<file path="src/hps_cfg.svh">
// hps_cfg.svh: bit positions and reset values for the host port select block
// assumes inclusion by bare name from the package and the top module
`ifndef HPS_CFG_SVH
`define HPS_CFG_SVH

// modem status word, clear-to-send image bit
`define HPS_MSR_CTS_BIT 4
// enhanced features word, automatic clear-to-send enable bit
`define HPS_EFR_AUTO_CTS_BIT 7
// interrupt enable / source bit positions
`define HPS_INT_PIN_CHANGE 0
`define HPS_INT_RX_ERROR 1
`define HPS_INT_RX_DATA 2
`define HPS_INT_TX_SPACE 3
`define HPS_INT_MODEM 4
`define HPS_INT_WIDTH 5
// reset value of the latched host mode (spi)
`define HPS_MODE_RESET 1'b0
// number of shared general-purpose / modem pins
`define HPS_GP_COUNT 3

`endif

</file>
<file path="src/hps_pkg.sv">
// hps_pkg.sv: types for the host port select block
// assumes hps_cfg.svh on the include path
`include "hps_cfg.svh"

package hps_pkg;

	// host port mode, latched from the strap after reset
	typedef enum logic [0:0] {
		HPS_MODE_SPI = 1'b0,
		HPS_MODE_I2C = 1'b1
	} hps_mode_t;

	// one bit per interrupt source
	typedef logic [`HPS_INT_WIDTH-1:0] hps_int_vec_t;

	// pin roles: 0 = general-purpose, 1 = modem line
	typedef logic [`HPS_GP_COUNT-1:0] hps_gp_vec_t;

endpackage : hps_pkg

</file>
<file path="src/hps_top.sv">
// hps_top.sv: host port mode selection, shared pin roles, interrupt pin,
// channel-b clear-to-send handling and gp/modem pin muxing
// assumes one 20 MHz clock, synchronous active-high reset, and a pad ring
// that resolves each open-drain or two-way pin from its output enable
`timescale 1ns/10ps
`default_nettype none
`include "hps_cfg.svh"

module hps_top (
	// clock and reset
	input wire logic CORE_CLK_I,
	input wire logic RESET_I,
	// strap and shared host pins
	input wire logic IF_SELECT_I,
	input wire logic SELECT_OR_ADDR_SEL_LO_I,
	input wire logic SERIAL_IN_OR_ADDR_SEL_HI_I,
	// serial output from the host engine and its pin
	input wire logic SPI_DATA_OUT_I,
	input wire logic SPI_RETURNING_I,
	output logic SPI_DATA_OUT_O,
	output logic SPI_DATA_OUT_OE_O,
	// decoded host port view
	output hps_pkg::hps_mode_t HOST_MODE_O,
	output logic SPI_SELECT_N_O,
	output logic SPI_DATA_IN_O,
	output logic [1:0] I2C_ADDR_SEL_O,
	// interrupt sources, enables and open-drain pin
	input wire hps_pkg::hps_int_vec_t INT_SOURCE_I,
	input wire hps_pkg::hps_int_vec_t INTERRUPT_ENABLE_REGISTER_I,
	output logic IRQ_N_O,
	output logic IRQ_N_OE_O,
	// channel-b clear-to-send
	input wire logic CLEAR_TO_SEND_CHAN_B_N_I,
	input wire logic [7:0] ENHANCED_FEATURES_REGISTER_I,
	output logic [7:0] MODEM_STATUS_REGISTER_O,
	output logic CHAN_B_XFER_ALLOW_O,
	// shared gp / modem pins
	input wire hps_pkg::hps_gp_vec_t GP_ROLE_MODEM_I,
	input wire hps_pkg::hps_gp_vec_t GP_OUT_I,
	input wire hps_pkg::hps_gp_vec_t GP_DIR_OUT_I,
	input wire logic TERMINAL_READY_B_N_I,
	input wire hps_pkg::hps_gp_vec_t GP_PIN_I,
	output logic [`HPS_GP_COUNT-1:0] GP_PIN_O,
	output logic [`HPS_GP_COUNT-1:0] GP_PIN_OE_O,
	output logic [`HPS_GP_COUNT-1:0] GP_IN_O,
	output logic SET_READY_B_N_O,
	output logic CARRIER_DETECT_B_N_O
);
	import hps_pkg::*;

	////////////////////////////////////////////////////////////////////////
	// input synchronisers, two stages for every pin read by logic
	localparam int SYNC_W = 4 + `HPS_GP_COUNT;
	logic [SYNC_W-1:0] sync_a_reg, sync_a_next;
	logic [SYNC_W-1:0] sync_b_reg, sync_b_next;
	logic strap_s, sel_lo_s, sel_hi_s, cts_s;
	logic [`HPS_GP_COUNT-1:0] gp_s;

	// first stage feeds only the second stage
	always_comb begin
		sync_a_next = {GP_PIN_I, CLEAR_TO_SEND_CHAN_B_N_I, SERIAL_IN_OR_ADDR_SEL_HI_I,
			SELECT_OR_ADDR_SEL_LO_I, IF_SELECT_I};
		sync_b_next = sync_a_reg;
	end

	always_ff @(posedge CORE_CLK_I) begin
		if (RESET_I) begin
			sync_a_reg <= '1; // idle-high pins: select and cts deasserted
			sync_b_reg <= '1;
		end else begin
			sync_a_reg <= sync_a_next;
			sync_b_reg <= sync_b_next;
		end
	end

	assign {gp_s, cts_s, sel_hi_s, sel_lo_s, strap_s} = sync_b_reg;

	////////////////////////////////////////////////////////////////////////
	// strap capture: once after reset, then frozen
	hps_mode_t mode_reg, mode_next;
	logic [1:0] settle_reg, settle_next;
	logic caught_reg, caught_next;

	// waits two edges so the synchroniser holds the real strap level
	always_comb begin
		mode_next = mode_reg;
		settle_next = settle_reg;
		caught_next = caught_reg;
		if (!caught_reg) begin
			if (settle_reg != 2'h2) begin
				settle_next = settle_reg + 2'h1;
			end else begin
				mode_next = strap_s ? HPS_MODE_I2C : HPS_MODE_SPI;
				caught_next = 1'b1;
			end
		end
	end

	always_ff @(posedge CORE_CLK_I) begin
		if (RESET_I) begin
			mode_reg <= hps_mode_t'(`HPS_MODE_RESET);
			settle_reg <= 2'h0;
			caught_reg <= 1'b0;
		end else begin
			mode_reg <= mode_next;
			settle_reg <= settle_next;
			caught_reg <= caught_next;
		end
	end

	////////////////////////////////////////////////////////////////////////
	// shared host pin roles
	logic is_i2c;
	assign is_i2c = (mode_reg == HPS_MODE_I2C) && caught_reg;
	assign HOST_MODE_O = mode_reg;

	// select is forced inactive in i2c mode and before the strap is known
	always_comb begin
		SPI_SELECT_N_O = 1'b1;
		SPI_DATA_IN_O = 1'b0;
		I2C_ADDR_SEL_O = 2'h0;
		if (is_i2c) begin
			I2C_ADDR_SEL_O = {sel_hi_s, sel_lo_s};
		end else if (caught_reg) begin
			SPI_SELECT_N_O = sel_lo_s;
			SPI_DATA_IN_O = sel_hi_s;
		end
	end

	// output stays floating in i2c mode; the board leaves it open
	always_comb begin
		SPI_DATA_OUT_O = SPI_DATA_OUT_I;
		SPI_DATA_OUT_OE_O = caught_reg && !is_i2c && SPI_RETURNING_I;
	end

	////////////////////////////////////////////////////////////////////////
	// interrupt pin: drives low only, pull-up supplies the high level
	logic irq_reg, irq_next;

	always_comb begin
		irq_next = |(INT_SOURCE_I & INTERRUPT_ENABLE_REGISTER_I);
	end

	always_ff @(posedge CORE_CLK_I) begin
		if (RESET_I) begin
			irq_reg <= 1'b0;
		end else begin
			irq_reg <= irq_next;
		end
	end

	assign IRQ_N_O = 1'b0;
	assign IRQ_N_OE_O = irq_reg;

	////////////////////////////////////////////////////////////////////////
	// channel-b clear-to-send status and gating
	logic [7:0] msr_reg, msr_next;
	logic allow_reg, allow_next;
	logic auto_cts;
	assign auto_cts = ENHANCED_FEATURES_REGISTER_I[`HPS_EFR_AUTO_CTS_BIT];

	// status bit shows the asserted sense: 1 while the remote is ready
	always_comb begin
		msr_next = 8'h00;
		msr_next[`HPS_MSR_CTS_BIT] = !cts_s;
		allow_next = auto_cts ? !cts_s : 1'b1;
	end

	always_ff @(posedge CORE_CLK_I) begin
		if (RESET_I) begin
			msr_reg <= 8'h00;
			allow_reg <= 1'b0;
		end else begin
			msr_reg <= msr_next;
			allow_reg <= allow_next;
		end
	end

	assign MODEM_STATUS_REGISTER_O = msr_reg;
	assign CHAN_B_XFER_ALLOW_O = allow_reg;

	////////////////////////////////////////////////////////////////////////
	// gp / modem pin muxing: in modem role pin 1 outputs terminal-ready, 0 and 2 are inputs
	localparam hps_gp_vec_t MODEM_IS_OUT = 3'h2;
	logic [`HPS_GP_COUNT-1:0] gp_out_reg, gp_oe_reg;
	logic [`HPS_GP_COUNT-1:0] gp_out_next, gp_oe_next;

	genvar g;
	generate
		for (g = 0; g < `HPS_GP_COUNT; g++) begin : gp_mux
			always_comb begin
				if (GP_ROLE_MODEM_I[g]) begin
					gp_out_next[g] = TERMINAL_READY_B_N_I;
					gp_oe_next[g] = MODEM_IS_OUT[g];
				end else begin
					gp_out_next[g] = GP_OUT_I[g];
					gp_oe_next[g] = GP_DIR_OUT_I[g];
				end
			end
		end
	endgenerate

	always_ff @(posedge CORE_CLK_I) begin
		if (RESET_I) begin
			gp_out_reg <= '0;
			gp_oe_reg <= '0; // all pins inputs out of reset
		end else begin
			gp_out_reg <= gp_out_next;
			gp_oe_reg <= gp_oe_next;
		end
	end

	assign GP_PIN_O = gp_out_reg;
	assign GP_PIN_OE_O = gp_oe_reg;
	assign GP_IN_O = gp_s;
	// modem inputs read high (inactive) when the pin is in gpio role
	assign SET_READY_B_N_O = GP_ROLE_MODEM_I[0] ? gp_s[0] : 1'b1;
	assign CARRIER_DETECT_B_N_O = GP_ROLE_MODEM_I[2] ? gp_s[2] : 1'b1;

endmodule : hps_top

`default_nettype wire

</file>
<file path="config.mk">
export PLATFORM = sky130hd
export DESIGN_NAME = hps_top
export DESIGN_NICKNAME = d
export VERILOG_FILES = /design/src/hps_pkg.sv /design/src/hps_top.sv
export VERILOG_INCLUDE_DIRS = /design/src /design/src/src
export SDC_FILE = /design/constraint.sdc
export NUM_CORES = 1
export LEC_CHECK = 0
export ABC_AREA = 1
export ABC_CLOCK_PERIOD_IN_PS = 1100
export BUFFER_PORTS_ARGS = -buffer_cell sky130_fd_sc_hd__buf_2
export CAP_MARGIN = 20
export CELL_PAD_IN_SITES_DETAIL_PLACEMENT = 1
export CELL_PAD_IN_SITES_GLOBAL_PLACEMENT = 1
export CORE_ASPECT_RATIO = 1.2
export CORE_MARGIN = 10
export CORE_UTILIZATION = 27
export DETAILED_ROUTE_END_ITERATION = 10
export GPL_TIMING_DRIVEN = 0
export PLACE_DENSITY_LB_ADDON = 0.05
export SYNTH_ARGS = -nofsm -noshare
export SYNTH_HDL_FRONTEND = slang
export SYNTH_SLANG_ARGS = --single-unit
</file>
<file path="constraint.sdc">
create_clock -name CORE_CLK_I -period 1.1 [get_ports CORE_CLK_I]
set_input_delay 0.33 -clock CORE_CLK_I [delete_from_list [all_inputs] [get_ports CORE_CLK_I]]
set_output_delay 0.33 -clock CORE_CLK_I [all_outputs]
set_load 0.1 [all_outputs]
</file>
==> key figures <==
Placement
  • Port bufs: 51
  • Routability cong.: 0.655
  • HPWL after detailed placement: 2300 um

Power and ir drop
  • Int Power: 1.83 mW
  • Power density over cell area: 1710 mW/mm^2
  • Psw: 1.22 mW
  • Max VDD drop: 0.551 mV
  • Overall Power: 3.05 mW
  • P_leak: 0.862 nW
  • Clock Power Share: 0.183
  • Flop pwr share: 0.387
  • Net Sw Frac: 0.401
  • Gate power share: 0.429

Synth
  • #FFs+latches synth: 27
  • Xor/xnor share of the synthesized area: 0
  • Register area share after synthesis: 0.556
  • Avg Cell Area, Syn: 8.68 um^2
  • Mapped Cells: 112
  • Compound-Gate Fraction of Synth Area: 0.0515
  • Post-Syn Area: 972 um^2
  • Netlist cell types: 14
  • Post-synth top area cell: dfxtp_1
  • Top post-synthesis cells by area: dfxtp_1, buf_4, or2_1
  • Post-synthesis simple-gate area fraction: 0.234
  • Synth warn: 0
  • Mux contribution to synthesized area: 0
  • Main combinational cell family by area after synthesis: simple AND/OR/NAND/NOR gates
  • Share of the synthesized area in the top cell type: 0.556
  • Synth Area in Adders: 0.0129

Final layout
  • Layout cells sized above 1: 0.565
  • Ant diodes: 0
  • Layout area overhead: 83.1%
  • Layout Nets: 218

Timing
  • Pins Over Slew Limit: 0
  • Worst Clk Skew: 0.00138 ns
  • Final hold violation count: 0
  • Fmax: 722 MHz
  • Final Cycle Share: 1.26
  • RSZ-0062 raised after global routing: yes
  • Final setup viols: 20
  • Final Worst Setup Slack: -0.286 ns
  • Fin crit period: 1.39 ns
  • Fin Hold WS: 0.227 ns

Clock tree
  • H-tree depth: 1
  • Post-CTS Hold Buffers: 0
  • CTS Buf Count: 3
  • Root Buffer: clkbuf_8
  • # clock sinks: 27
  • Worst-path clk slew: 0.09 ns
  • Max clock buf depth: 2
  • CTS tree: done
  • Clk Latency, worst-skew pair: 0.27 ns

Die
  • Die area: 0.00641 mm^2
  • Initial Utilization: 0.286
  • Core box area: 0.00340 mm^2
  • Row count: 23
  • I/O pin cnt: 68
  • Die span in y: 85.7 um
  • Die X: 74.8 um

Global route
  • Largest net degree at the start of global routing: 15
  • GRT overflow: 0
  • Initial antenna violation count: 0
  • Vias in the first global route: 1043
  • Total Routing Usage GR: 0.0974
  • First-pass GRT wire length: 4790 um

Route
  • Total number of vias: 903
  • Routed len/inst: 13.6 um
  • DRC: 0
  • Via-per-instance ratio: 4.22
  • Final ANT Viol Nets: 0
  • DRT iter0 DRCs: 9
  • DR pass1 iterations: 2
  • Drt total wl: 2920 um

Setup path
  • Max incr delay on CP: 0.38 ns
  • Maximum fanout along the worst path: 4
  • CP endpoint kind: output pin
  • CP Cell Sequence: inv_4, nand2_4, nor2_4, buf_12
  • Critical Path AT: 1.06 ns
  • Buf+Inv Stages, Crit Path: 2
  • Crit path launch type: flip-flop
  • Setup CP Type: flip-flop to output pin
  • CP delay by family, top: flip-flops
  • CP max-delay cell: dfxtp_4
  • Required @ worst endpoint: 0.77 ns

Status
  • Failing checks: negative setup slack
  • Run status: finished, violations left

Job
  • Max_cap viols: 0

Worst hold path
  • Worst hold path class: input pin to flip-flop
==> power groups by stage <==
stage / Combinational, mW / Sequential, mW / Clock (mW)
floorplan: 0.615 / 1.37 / 0
global placement: 0.973 / 1.17 / 0
detailed placement: 0.992 / 1.17 / 0
CTS: 1.25 / 1.18 / 0.583
global route: 1.39 / 1.19 / 0.625
finish: 1.31 / 1.18 / 0.558
==> timing repair <==
action | in CTS | in global routing
endpoints found under the setup margin | 21 | 22
pin swaps | 4 | 1
buffers inserted | 3 | 1
resized for setup | 93 | 4
==> per-stage QoR <==
| stage | instances | cell area, um^2 | TNS, ns | util | worst slack (ns) |
|---|---|---|---|---|---|
| final | 214 | 1780 | -2.47 | 0.524 | -0.286 |
| after CTS | 213 | 1760 | -2.60 | 0.518 | -0.312 |
| after global routing | 214 | 1780 | -3.19 | 0.524 | -0.332 |
| after floorplan | 119 | 1060 | -1.69 | - | -0.383 |
| after global placement | 207 | 1370 | -2.17 | 0.402 | -0.397 |
| after detailed placement | 207 | 1370 | -2.28 | 0.402 | -0.407 |
==> cells by family after synthesis <==
group,count (synthesis)
buffers and inverters,24
other,1
AO/OA/AOI/OAI,10
flip-flops,27
adder cells (fa/ha/maj),1
AND/OR/NAND/NOR,49
==> cell usage in the layout (no fill, tap or decap), types with 2 or more instances in the layout <==
cell / n
nor2_4: 5
nor2_1: 10
o21ai_0: 4
conb_1: 8
buf_2: 32
dfxtp_1: 13
clkbuf_8: 3
nand2_4: 2
dfxtp_4: 2
nand2_1: 13
buf_4: 12
buf_12: 20
inv_2: 2
dfxtp_2: 12
buf_6: 4
or2_1: 13
nand3_1: 2
a21oi_1: 6
inv_1: 7
==> cell type report <==
class | count | area, um^2
fill | 393 | 1620
timing repair buffer | 55 | 596
sequential | 27 | 563
multi-input combinational | 68 | 390
buffer | 13 | 100
tap | 37 | 46.3
clock buffer | 4 | 45.0
inverter | 10 | 40.0
==> layer usage <==
metal	global-route usage	vias up	wire length (um)
met1	0.0826	417	909
met2	0.188	35	1680
met5	0	-	0
met4	0.0466	0	50
li1	-	447	-
met3	0.0381	4	277
==> final timing paths <==
| path | from | endpoint | slack, ns | cells after the start |
|---|---|---|---|---|
| max | HOST_MODE_O$_SDFFE_PP0P_ | SPI_DATA_OUT_OE_O | -0.29 | 4 |
| min | ENHANCED_FEATURES_REGISTER_I[7] | CHAN_B_XFER_ALLOW_O$_SDFF_PP0_ | 0.23 | 2 |
| max reg2reg | settle_reg[0]$_SDFFE_PP0P_ | settle_reg[0]$_SDFFE_PP0P_ | 0.09 | 5 |
| min reg2reg | sync_a_reg[3]$_SDFF_PP1_ | sync_b_reg[3]$_SDFF_PP1_ | 0.41 | 1 |
==> synthesized netlist by cell type <==
library cell and count:
nand2_1 16, ha_1 1, a21oi_1 6, dfxtp_1 27
inv_1 10, o21ai_0 4, buf_2 2, nor2_2 1
buf_4 12, conb_1 1, or2_2 2, nand3_1 3
or2_1 13, nor2_1 14
Note: power is estimated with default switching activity, not from simulation.
